<file path="src/include/fcw_regs.svh">
// Summary of operation
// - Sample mode: sample-mode bit set and filter sample count equal to one.
// - Sample event is the rising edge of the selected window/sample signal.
// - Result captured at each sample event, held on output until the next.
// - Window mode: window-mode bit set and filter sample count equal to zero.
// - By default the window is open while the source signal is high.
// - While the window is open the comparison result passes to the output.
// - Window-polarity invert bit opens the window while the source is low.
// - The window/sample input is optionally inverted before use.
// - Output-invert bit inverts the comparator result before the output.
// - Window closing enabled: selected output edge (rise, fall, both) closes window early.
// - Software sets the output level shown while the window is closed.
// - A comparison already true at window opening is reported at the opening.
// - Both input muxes share indices: 2 unconnected, 6 reserved, 7 internal DAC.
// - Eight-bit DAC code selects one of 256 levels, full reference down to 1/256.
// - A select bit picks which of two reference sources feeds the DAC.
// - The compare event goes to other peripherals in hardware, e.g. PWM stop.
`ifndef FCW_REGS_SVH
`define FCW_REGS_SVH

// Filter sample count values that select the special modes
`define FCW_CNT_SAMPLE 3'h1
`define FCW_CNT_WINDOW 3'h0

// Close edge select field bit positions
`define FCW_EDGE_RISE_BIT 0
`define FCW_EDGE_FALL_BIT 1

// Input mux indices with special meaning
`define FCW_MUX_UNCONNECTED 3'h2
`define FCW_MUX_RESERVED 3'h6
`define FCW_MUX_INT_DAC 3'h7

// Reset values
`define FCW_RST_MUX_SEL 3'h0
`define FCW_RST_DAC_CODE 8'h00
`define FCW_RST_OUT 1'b0
`define FCW_RST_FILTER_SAMPLE_COUNT 3'h0
`define FCW_RST_DIV 8'h00

`endif

</file>
<file path="src/include/fcw_pkg.sv">
package fcw_pkg;

  // Mode and output-conditioning controls
  typedef struct packed {
    logic sample_mode;
    logic window_mode;
    logic window_polarity_invert;
    logic output_invert;
    logic window_close_enable;
    logic [1:0] close_edge_select;
    logic closed_level;
    logic [2:0] filter_sample_count;
    logic [7:0] filter_period;
  } fcw_ctrl_s;

  // Analog front-end settings from software
  typedef struct packed {
    logic [2:0] plus_input_select;
    logic [2:0] minus_input_select;
    logic [7:0] dac_code;
    logic ref_select;
  } fcw_ana_cfg_s;

  // Analog front-end controls driven to the macro
  typedef struct packed {
    logic [2:0] plus_sel;
    logic [2:0] minus_sel;
    logic plus_connected;
    logic minus_connected;
    logic plus_from_dac;
    logic minus_from_dac;
    logic dac_enable;
    logic [7:0] dac_code;
    logic [8:0] dac_level;
    logic ref_select;
  } fcw_ana_out_s;

  typedef enum logic [2:0] {
    FCW_WIN_IDLE = 3'b001,
    FCW_WIN_OPEN = 3'b010,
    FCW_WIN_CLOSED = 3'b100
  } fcw_win_e;

  typedef enum logic [2:0] {
    FCW_MODE_CONT = 3'b001,
    FCW_MODE_SAMPLE = 3'b010,
    FCW_MODE_WINDOW = 3'b100
  } fcw_mode_e;

endpackage

</file>
<file path="src/design/fcw_edge_det.sv">
`timescale 1ns/1ps
`default_nettype none

module fcw_edge_det
(
  // Clock and reset
  input wire logic mclk,
  input wire logic rst_n,
  // Level in
  input wire logic level,
  // Edge pulses, valid in the cycle the new level is seen, and the registered previous level
  output logic rise,
  output logic fall,
  output logic prev
);

  logic prev_q;
  logic prev_d;

  always_comb
  begin
    prev_d = level;
  end

  always_ff @(posedge mclk)
  begin
    if (!rst_n)
    begin
      // Loaded with the level, so a source already high at release is not an edge
      prev_q <= level;
    end
    else
    begin
      prev_q <= prev_d;
    end
  end

  assign rise = level & ~prev_q;
  assign fall = ~level & prev_q;
  assign prev = prev_q;

endmodule // fcw_edge_det

`default_nettype wire

</file>
<file path="src/design/fcw_top.sv">
`timescale 1ns/1ps
`default_nettype none

`include "fcw_regs.svh"

module fcw_top
(
  // Clock and reset
  input wire logic mclk,
  input wire logic rst_n,
  // Software controls
  input wire fcw_pkg::fcw_ctrl_s ctrl,
  input wire fcw_pkg::fcw_ana_cfg_s ana_cfg,
  // Raw comparator decision from the analog core
  input wire logic cmp_raw,
  // Window or sample source from the trigger input mux
  input wire logic window_sample_in,
  // Conditioned output and event to other peripherals
  output logic comparator_result,
  output logic compare_event,
  // Analog front-end controls
  output fcw_pkg::fcw_ana_out_s ana_out,
  // Status
  output logic window_is_open,
  output fcw_pkg::fcw_mode_e mode_active
);

  // Mux index decode shared by both inputs
  function automatic logic fcw_mux_connected(input logic [2:0] idx);
    fcw_mux_connected = (idx != `FCW_MUX_UNCONNECTED) && (idx != `FCW_MUX_RESERVED);
  endfunction

  function automatic logic fcw_mux_dac(input logic [2:0] idx);
    fcw_mux_dac = (idx == `FCW_MUX_INT_DAC);
  endfunction

  function automatic logic fcw_edge_hit(input logic [1:0] sel, input logic r, input logic f);
    fcw_edge_hit = (sel[`FCW_EDGE_RISE_BIT] & r) | (sel[`FCW_EDGE_FALL_BIT] & f);
  endfunction

  // Mode decode
  fcw_pkg::fcw_mode_e mode;

  always_comb
  begin
    if (ctrl.sample_mode && (ctrl.filter_sample_count == `FCW_CNT_SAMPLE))
    begin
      mode = fcw_pkg::FCW_MODE_SAMPLE;
    end
    else if (ctrl.window_mode && (ctrl.filter_sample_count == `FCW_CNT_WINDOW))
    begin
      mode = fcw_pkg::FCW_MODE_WINDOW;
    end
    else
    begin
      mode = fcw_pkg::FCW_MODE_CONT;
    end
  end

  // Conditioned inputs
  logic ws;
  logic res;

  // The trigger mux routing itself is outside; only its output arrives here
  assign ws = window_sample_in ^ ctrl.window_polarity_invert;
  assign res = cmp_raw ^ ctrl.output_invert;

  logic ws_rise;
  logic ws_fall;
  logic res_rise;
  logic res_fall;

  fcw_edge_det u_ws_edge
  (
    .mclk(mclk),
    .rst_n(rst_n),
    .level(ws),
    .rise(ws_rise),
    .fall(ws_fall),
    .prev()
  );

  fcw_edge_det u_res_edge
  (
    .mclk(mclk),
    .rst_n(rst_n),
    .level(res),
    .rise(res_rise),
    .fall(res_fall),
    .prev()
  );

  // Filter clock enable divider
  logic [7:0] div_q;
  logic [7:0] div_d;
  logic div_tick;

  always_comb
  begin
    div_tick = (div_q >= ctrl.filter_period);
    if (div_tick)
    begin
      div_d = `FCW_RST_DIV;
    end
    else
    begin
      div_d = div_q + 8'h01;
    end
  end

  always_ff @(posedge mclk)
  begin
    if (!rst_n)
    begin
      div_q <= `FCW_RST_DIV;
    end
    else
    begin
      div_q <= div_d;
    end
  end

  // Continuous-mode filter: a new level must be seen on N consecutive ticks
  logic filt_q;
  logic filt_d;
  logic [2:0] agree_q;
  logic [2:0] agree_d;
  logic filt_bypass;

  always_comb
  begin
    filt_bypass = (ctrl.filter_sample_count <= 3'h1);
    filt_d = filt_q;
    agree_d = agree_q;
    if (filt_bypass)
    begin
      filt_d = res;
      agree_d = `FCW_RST_FILTER_SAMPLE_COUNT;
    end
    else if (div_tick)
    begin
      if (res == filt_q)
      begin
        agree_d = `FCW_RST_FILTER_SAMPLE_COUNT;
      end
      else if ((agree_q + 3'h1) >= ctrl.filter_sample_count)
      begin
        filt_d = res;
        agree_d = `FCW_RST_FILTER_SAMPLE_COUNT;
      end
      else
      begin
        agree_d = agree_q + 3'h1;
      end
    end
  end

  always_ff @(posedge mclk)
  begin
    if (!rst_n)
    begin
      filt_q <= `FCW_RST_OUT;
      agree_q <= `FCW_RST_FILTER_SAMPLE_COUNT;
    end
    else
    begin
      filt_q <= filt_d;
      agree_q <= agree_d;
    end
  end

  // Window state
  fcw_pkg::fcw_win_e win_q;
  fcw_pkg::fcw_win_e win_d;
  logic close_hit;

  always_comb
  begin
    close_hit = ctrl.window_close_enable
      && fcw_edge_hit(ctrl.close_edge_select, res_rise, res_fall);
    win_d = win_q;
    if (mode != fcw_pkg::FCW_MODE_WINDOW)
    begin
      win_d = fcw_pkg::FCW_WIN_IDLE;
    end
    else
    begin
      unique case (win_q)
        fcw_pkg::FCW_WIN_IDLE:
        begin
          if (ws)
          begin
            win_d = fcw_pkg::FCW_WIN_OPEN;
          end
        end
        fcw_pkg::FCW_WIN_OPEN:
        begin
          if (!ws)
          begin
            win_d = fcw_pkg::FCW_WIN_IDLE;
          end
          else if (close_hit)
          begin
            win_d = fcw_pkg::FCW_WIN_CLOSED;
          end
        end
        fcw_pkg::FCW_WIN_CLOSED:
        begin
          // Stays shut for the rest of this window, even if the output toggles back
          if (!ws)
          begin
            win_d = fcw_pkg::FCW_WIN_IDLE;
          end
        end
        default:
        begin
          win_d = fcw_pkg::FCW_WIN_IDLE;
        end
      endcase
    end
  end

  always_ff @(posedge mclk)
  begin
    if (!rst_n)
    begin
      win_q <= fcw_pkg::FCW_WIN_IDLE;
    end
    else
    begin
      win_q <= win_d;
    end
  end

  // Output select
  logic out_q;
  logic out_d;
  logic event_q;
  logic event_d;
  logic win_open_now;

  always_comb
  begin
    // Opening is taken from the level so a compare already true shows at once
    win_open_now = ((win_q == fcw_pkg::FCW_WIN_IDLE) && ws)
      || ((win_q == fcw_pkg::FCW_WIN_OPEN) && ws);
    out_d = out_q;
    unique case (mode)
      fcw_pkg::FCW_MODE_SAMPLE:
      begin
        if (ws_rise)
        begin
          out_d = res;
        end
      end
      fcw_pkg::FCW_MODE_WINDOW:
      begin
        if (win_open_now)
        begin
          out_d = res;
        end
        else
        begin
          out_d = ctrl.closed_level;
        end
      end
      fcw_pkg::FCW_MODE_CONT:
      begin
        out_d = filt_bypass ? res : filt_q;
      end
      default:
      begin
        out_d = out_q;
      end
    endcase
    event_d = out_d & ~out_q;
  end

  always_ff @(posedge mclk)
  begin
    if (!rst_n)
    begin
      out_q <= `FCW_RST_OUT;
      event_q <= 1'b0;
    end
    else
    begin
      out_q <= out_d;
      event_q <= event_d;
    end
  end

  // Hardware event path: no software between compare and the PWM fault input
  assign comparator_result = out_q;
  assign compare_event = event_q;

  // Analog front-end controls
  fcw_pkg::fcw_ana_out_s ana_q;
  fcw_pkg::fcw_ana_out_s ana_d;

  always_comb
  begin
    ana_d.plus_sel = ana_cfg.plus_input_select;
    ana_d.minus_sel = ana_cfg.minus_input_select;
    ana_d.plus_connected = fcw_mux_connected(ana_cfg.plus_input_select);
    ana_d.minus_connected = fcw_mux_connected(ana_cfg.minus_input_select);
    ana_d.plus_from_dac = fcw_mux_dac(ana_cfg.plus_input_select);
    ana_d.minus_from_dac = fcw_mux_dac(ana_cfg.minus_input_select);
    ana_d.dac_enable = ana_d.plus_from_dac | ana_d.minus_from_dac;
    ana_d.dac_code = ana_cfg.dac_code;
    // Level numerator over 256: code 0 gives 1/256, code 255 the full reference
    ana_d.dac_level = {1'b0, ana_cfg.dac_code} + 9'h001;
    ana_d.ref_select = ana_cfg.ref_select;
  end

  always_ff @(posedge mclk)
  begin
    if (!rst_n)
    begin
      ana_q.plus_sel <= `FCW_RST_MUX_SEL;
      ana_q.minus_sel <= `FCW_RST_MUX_SEL;
      ana_q.plus_connected <= 1'b1;
      ana_q.minus_connected <= 1'b1;
      ana_q.plus_from_dac <= 1'b0;
      ana_q.minus_from_dac <= 1'b0;
      ana_q.dac_enable <= 1'b0;
      ana_q.dac_code <= `FCW_RST_DAC_CODE;
      ana_q.dac_level <= 9'h001;
      ana_q.ref_select <= 1'b0;
    end
    else
    begin
      ana_q <= ana_d;
    end
  end

  assign ana_out = ana_q;

  // Status
  fcw_pkg::fcw_mode_e mode_q;

  always_ff @(posedge mclk)
  begin
    if (!rst_n)
    begin
      mode_q <= fcw_pkg::FCW_MODE_CONT;
    end
    else
    begin
      mode_q <= mode;
    end
  end

  assign mode_active = mode_q;
  assign window_is_open = (win_q == fcw_pkg::FCW_WIN_OPEN);

endmodule // fcw_top

`default_nettype wire

</file>
<file path="config.mk">
export PLATFORM = sky130hd
export DESIGN_NAME = fcw_top
export DESIGN_NICKNAME = d
export VERILOG_FILES = /design/src/include/fcw_pkg.sv /design/src/design/fcw_edge_det.sv /design/src/design/fcw_top.sv
export VERILOG_INCLUDE_DIRS = /design/src /design/src/include
export SDC_FILE = /design/constraint.sdc
export NUM_CORES = 1
export LEC_CHECK = 0
export BUFFER_PORTS_ARGS = -buffer_cell sky130_fd_sc_hd__buf_2
export CAP_MARGIN = 30
export CORE_MARGIN = 4
export CORE_UTILIZATION = 40
export CTS_BUF_LIST = sky130_fd_sc_hd__clkbuf_8
export DETAILED_ROUTE_END_ITERATION = 8
export PLACE_DENSITY = 0.66
export SYNTH_ARGS = -nofsm -noshare
export SYNTH_HDL_FRONTEND = slang
export SYNTH_SLANG_ARGS = --single-unit
</file>
<file path="constraint.sdc">
create_clock -name mclk -period 2.05 [get_ports mclk]
set_clock_uncertainty 0.1 [all_clocks]
set_input_delay 0.41 -clock mclk [delete_from_list [all_inputs] [get_ports mclk]]
set_output_delay 0.41 -clock mclk [all_outputs]
set_load 0.02 [all_outputs]
</file>
# Yosys cells after proc, flatten, opt, wreduce, memory -nomap -nowiden
# Index checks and enable logic that the tools add are counted.
# word_totals
reg_bits,51
mem_bits_rw,0
romBits,0
latchBits,0
mem_count,0
inputBits,38
# classes
addsub,3
n_reduce_logical,16
n_lt_le_gt_ge,3
div,0
mul,0
shift,0
mux,17
bitwise,15
eq_ne,19
# ops
op,count
2-to-1 mux 3 bit,8
equality test 3 bit (second input constant),4
!= test 3 bit (second input constant),4
adder 8 x 1 -> 9 bit (second input constant),1
equality test 3 x 1 -> 1 bit (second input constant),3
one-hot mux 3 bit (3 select lines),1
adder 8 x 1 -> 8 bit (second input constant),1
greater-or-equal comparator 8 bit,1
logical AND 1 bit,7
2-to-1 mux 1 bit,7
bitwise AND 1 bit,6
equality test 3 x 2 -> 1 bit (second input constant),2
!= test 3 x 2 -> 1 bit (second input constant),2
AND reduction 3 bit,2
OR reduction 2 bit,3
inverter 1 bit,5
!= test 2 bit (second input constant),2
nonzero test 2 bit,2
adder 3 x 1 -> 3 bit (second input constant),1
greater-or-equal comparator 3 bit,1
less-or-equal comparator 3 x 1 -> 1 bit (second input constant),1
zero test 3 bit,1
one-hot mux 1 bit (3 select lines),1
!= test 2 x 1 -> 1 bit (second input constant),1
4 further kinds,6

# Logic depth before layout (Yosys ltp)
# logic_depth
word_depth,9
ltp_mapped,7
mapped_depth_nobuf,7

# Modules after synthesis
# Synthesis repeated with hierarchy kept, for this count alone.
# unflattened
cells_unflattened,215
hier_area_um2,2118.3
# by_module_without_submodules
module,cells_per_inst,area_each_um2,n_inst
fcw_top,209,2048.2,1
fcw_edge_det,3,35.0,2

# Least setup slack after synthesis
# OpenSTA, ideal clock, no wires.
# synth_timing
path_type,input to register
from,input port ctrl[0] (netlist name)
to,register filt_q
arrival_time_ns,1.733
cell_stages,6
t_required_ns,1.855
path_buffers,0
path_slack_ns,0.121
path_cell_list,ha_1 -> nand2b_1 -> a2111oi_2 -> o31ai_1 -> a21o_1 -> a221oi_1
# synth_via
elab_chain_len,3
# synth_lines
item,line_no,text
"start, declared",fcw_top.sv:12,"input wire fcw_pkg::fcw_ctrl_s ctrl,"
greater-or-equal comparator 8 bit,fcw_top.sv:100,div_tick = (div_q >= ctrl.filter_period);
nonzero test 2 bit (no source line),n/a,
AND reduction 3 bit (no source line),n/a,
"end signal, assigned",fcw_top.sv:162,filt_q <= `FCW_RST_OUT;
"end signal, assigned",fcw_top.sv:167,filt_q <= filt_d;
"end, declared",fcw_top.sv:124,logic filt_q;
# No other way between the ends.
# A chain may end at the register's enable or synchronous reset.

# Final worst setup path
# layout_timing
from,register agree_q[1]
to,register agree_q[1]
# layout_via
elab_chain_len,4
# layout_lines
item,line_no,text
"start, declared",fcw_top.sv:126,logic [2:0] agree_q;
"start signal, assigned",fcw_top.sv:163,agree_q <= `FCW_RST_FILTER_SAMPLE_COUNT;
"start signal, assigned",fcw_top.sv:168,agree_q <= agree_d;
adder 3 x 1 -> 3 bit *,"fcw_top.sv:146, fcw_top.sv:153",
greater-or-equal comparator 3 bit,fcw_top.sv:146,else if ((agree_q + 3'h1) >= ctrl.filter_sample_count)
2-to-1 mux 3 bit *,fcw_top.sv:146,
2-to-1 mux 3 bit *,fcw_top.sv:142,if (res == filt_q)
# Mark *: on every way between the ends. The rest lies on a longest branch, timed or not.

==> flow_summary.json <==
{
  "drive_gt1_frac": 0.3367,
  "cell_internal_pwr_mw": 1.402,
  "swShare": 0.2565,
  "worst_hold_path.endpoint": "ana_out[1]",
  "portion_of_total_power_attributed_to_the_clock_network": 0.291,
  "worst_ir_drop_vdd_uv": 451.1,
  "cts_num_sinks": 51,
  "synth-seq-area-share": 0.4945,
  "power.sequential.fraction": 0.558,
  "post-route-min-period_ns": 1.924,
  "insertedDiodeCount": 0,
  "yosys_warnings": 0,
  "synth_area_in_adders": 0.08485,
  "worst_ep_required_time_ns": 2.18,
  "crit_family": "adder cells",
  "placedInstanceArea_mm2": 0.002546,
  "die_height_um": 79.84,
  "post_synth_xor_area_fraction": 0.07576,
  "number_of_buffers_added_by_the_clock_tree_synthesis_step": 5,
  "postSynthRegisterBits": 51,
  "synth_nets": 262,
  "remaining_drc_errors": 0,
  "synth_top_family_by_area": "simple AND/OR/NAND/NOR gates",
  "nNetsFinal": 348,
  "endpoint_kind": "flip-flop",
  "drt_wl_total_um": 4342,
  "final-max-slew-violation-count": 0,
  "post_synth_instance_area_mm2": 0.002064,
  "p_comb_frac": 0.151,
  "dieWidth_um": 79.84,
  "die_area_mm2": 0.006374,
  "grt_pass1_vias": 1621,
  "tightest_slew_ns": 0.5070,
  "cap_violations": 0,
  "drt-initial-drc-count": 71,
  "critPathMaxFanout": 4,
  "syn-mean-instance-area_um2": 9.831,
  "routedWlPerCell_um": 11.93,
  "worst_path_largest_cell_delay_ns": 0.42,
  "hold_path_class": "in -> reg",
  "firstDrtPassIters": 4,
  "floorplan.initialDensity": 0.4258,
  "status": "complete, no violations",
  "grt_max_degree": 16,
  "setup_viol_count_final": 0,
  "worst-r2r-cell-count": 6,
  "grt_util_all_layers": 0.1396,
  "holdPathStages": 2,
  "clk_pin_slew_ns": 0.09,
  "setup_repair_after_global_routing_missed_its_margin": "no",
  "drt.antenna.violating_nets": 0,
  "dp_hpwl_um": 3417,
  "cts_root_buf": "clkbuf_8",
  "instance_count_of_the_mapped_netlist": 210,
  "core_area_mm2": 0.004848,
  "cellPowerDensity_mw_per_mm2": 698.4,
  "critPathArrivalTime_ns": 2.06,
  "cts_buffer_depth": 2,
  "ios": 73,
  "critical_path.slowest_cell": "or3b_1",
  "max_clock_freq_ghz": 0.5196,
  "grt.overflow.total": 0,
  "cp_common_cell": "a21oi_2",
  "antenna_found_initial": 0,
  "tns_ns": 0,
  "endpoints_failing_hold": 0,
  "synth-compound-area-share": 0.08303,
  "cp.buffers_inverters": 0,
  "criticalPathCategory": "reg -> reg",
  "global_route_wire_length_before_repair_um": 7024,
  "finalCritPeriodShare": 0.9387,
  "last_weighted_congestion_value_of_the_routability_driven_placer": 0.7298,
  "num_vias": 1669,
  "reg2reg_setup_slack_ns": 0.13,
  "cts-htree-levels": 2,
  "route.detailed.vias_per_inst": 4.585,
  "layout.filler_cells": 453,
  "tritoncts": "yes",
  "synthMuxAreaShare": 0.01030,
  "worst_slew_margin_rel": 0.6573,
  "leakage_nw": 1.330,
  "holdCritStartpoint": "ana_cfg[1]",
  "finish.instance_area_mm2": 0.002700,
  "critical_path.startpoint_type": "flip-flop",
  "fp-row-count": 25,
  "net-switching-power_mw": 0.4836,
  "basic_gate_share_of_the_synthesized_area_counting_and_or_nand_and_nor_cells": 0.2170,
  "placement.io_buffers": 72,
  "r2r_end": "agree_q[1]",
  "ctsHoldBuffers": 0,
  "crit_chain": "ha_4 -> ha_1 -> a21oi_2 -> o211ai_1 -> or3b_1 -> a21oi_2",
  "layout-area-overhead-vs-synth_pct": 30.79,
  "ys_types": 37,
  "clk-insertion-delay-late_ns": 0.30,
  "r2r-start": "agree_q[1]",
  "holdWs_ns": 0.2110
}
==> synth_stat cells (all sizes together) <==
cell type	n	area share
nand3b	1	0.0036
a211oi	2	0.0073
nor3b	3	0.011
inv	17	0.031
nor3	1	0.0024
nor2	19	0.035
mux2	1	0.0055
a21o	1	0.0036
clkbuf	2	0.0036
nand2b	7	0.021
ha	14	0.085
a221o	1	0.0048
a2111oi	2	0.012
xor2	8	0.034
a221oi	1	0.0042
o21ai	5	0.012
mux2i	1	0.0048
a21oi	5	0.012
or3	1	0.0030
a32o	1	0.0048
nand2	10	0.018
nand3	8	0.019
o211ai	1	0.0036
dfxtp	51	0.49
and3	10	0.030
xnor2	9	0.042
nand4b	1	0.0042
nand4	1	0.0030
o21a	2	0.0073
and2	18	0.055
or3b	1	0.0042
or2	1	0.0030
o31ai	2	0.0073
nor4b	1	0.0042
o31a	1	0.0042
==> what timing repair did <==
item | 4_1_cts | 5_1_grt
endpoints found under the hold margin | 0 | 0
buffers inserted | 0 | 3
resized for setup | 0 | 9
setup endpoints to repair | 0 | 11
==> worst max-delay path by stage <==
stage	end	depth (start not counted)	from	slack (ns)
floorplan	filt_q	6	ctrl[0]	0.12
global placement	div_q[7]	7	ctrl[0]	-0.05
detailed placement	filt_q	7	ctrl[0]	-0.10
CTS	filt_q	7	div_q[0]	0.04
global route	agree_q[1]	7	agree_q[0]	0.01
finish	agree_q[1]	6	agree_q[1]	0.13
==> power by group through the flow <==
stage	clock, mW	combinational, mW	sequential [mW]
final	0.548	0.285	1.05
after global routing	0.622	0.319	1.06
after CTS	0.577	0.276	1.05
after detailed placement	0	0.275	1.08
after global placement	0	0.271	1.08
after floorplan	0	0.113	1.12
==> kinds of logic after synthesis <==
| family | Yosys count |
|---|---|
| simple gates | 83 |
| fa+ha+maj | 14 |
| compound gates | 24 |
| xor+xnor | 17 |
| flops | 51 |
| buf+inv | 19 |
| mux | 2 |
==> routing by layer <==
metal	track usage	routed length (um)
met5	0	0
met4	0.03547	42
met3	0.06433	370
met2	0.2254	2034
met1	0.1683	1895
==> per-stage QoR <==
| step | setup slack, ns | total power [mW] | cells | util |
|---|---|---|---|---|
| after detailed placement | -0.1030 | 1.350 | 353 | 0.5252 |
| final | 0.1256 | 1.886 | 364 | 0.5569 |
| after global routing | 0.01142 | 1.999 | 364 | 0.5569 |
| after floorplan | 0.1214 | 1.233 | 210 | - |
| after global placement | -0.05171 | 1.346 | 353 | 0.5252 |
| after CTS | 0.03662 | 1.906 | 361 | 0.5427 |
==> sequential cells by signal, indices dropped and copies added (netlist names) <==
| register | cells |
|---|---|
| ana_out | 29 |
| u_res_edge.prev | 1 |
| compare_event | 1 |
| agree_q | 3 |
| u_ws_edge.prev | 1 |
| mode_active | 3 |
| filt_q | 1 |
| comparator_result | 1 |
| win_q | 3 |
| div_q | 8 |
==> worst reg2reg max path: cells and delay by family (launching register included) <==
| family | cells | cell delay [ns] |
|---|---|---|
| AO/OA/AOI/OAI | 3 | 0.46 |
| flip-flops | 1 | 0.35 |
| adder cells (fa/ha/maj) | 2 | 0.53 |
| AND/OR/NAND/NOR | 1 | 0.42 |
==> final cells by class <==
cell class / instances / area (um2) / area share
Clock buffer: 5 / 68.82 / 0.02549
Clock inverter: 3 / 16.27 / 0.006024
Inverter: 17 / 63.81 / 0.02363
Multi-Input combinational cell: 140 / 1015 / 0.3758
Sequential cell: 51 / 1025 / 0.3795
Tap cell: 67 / 83.83 / 0.03105
Timing Repair Buffer: 81 / 427.9 / 0.1585
==> layout by cell type, fill, tap and decap left out, drive strengths merged, types with 2 or more instances in the layout <==
cell / count
and2: 18
o31ai: 2
a211oi: 2
xnor2: 9
dfxtp: 51
nand2: 10
a21oi: 5
nor2: 19
a2111oi: 2
buf: 81
nand3: 8
xor2: 8
o21a: 2
nand2b: 7
clkbuf: 5
nor3b: 3
o21ai: 5
ha: 14
and3: 10
inv: 18
Note: power is estimated with default switching activity, not from simulation.
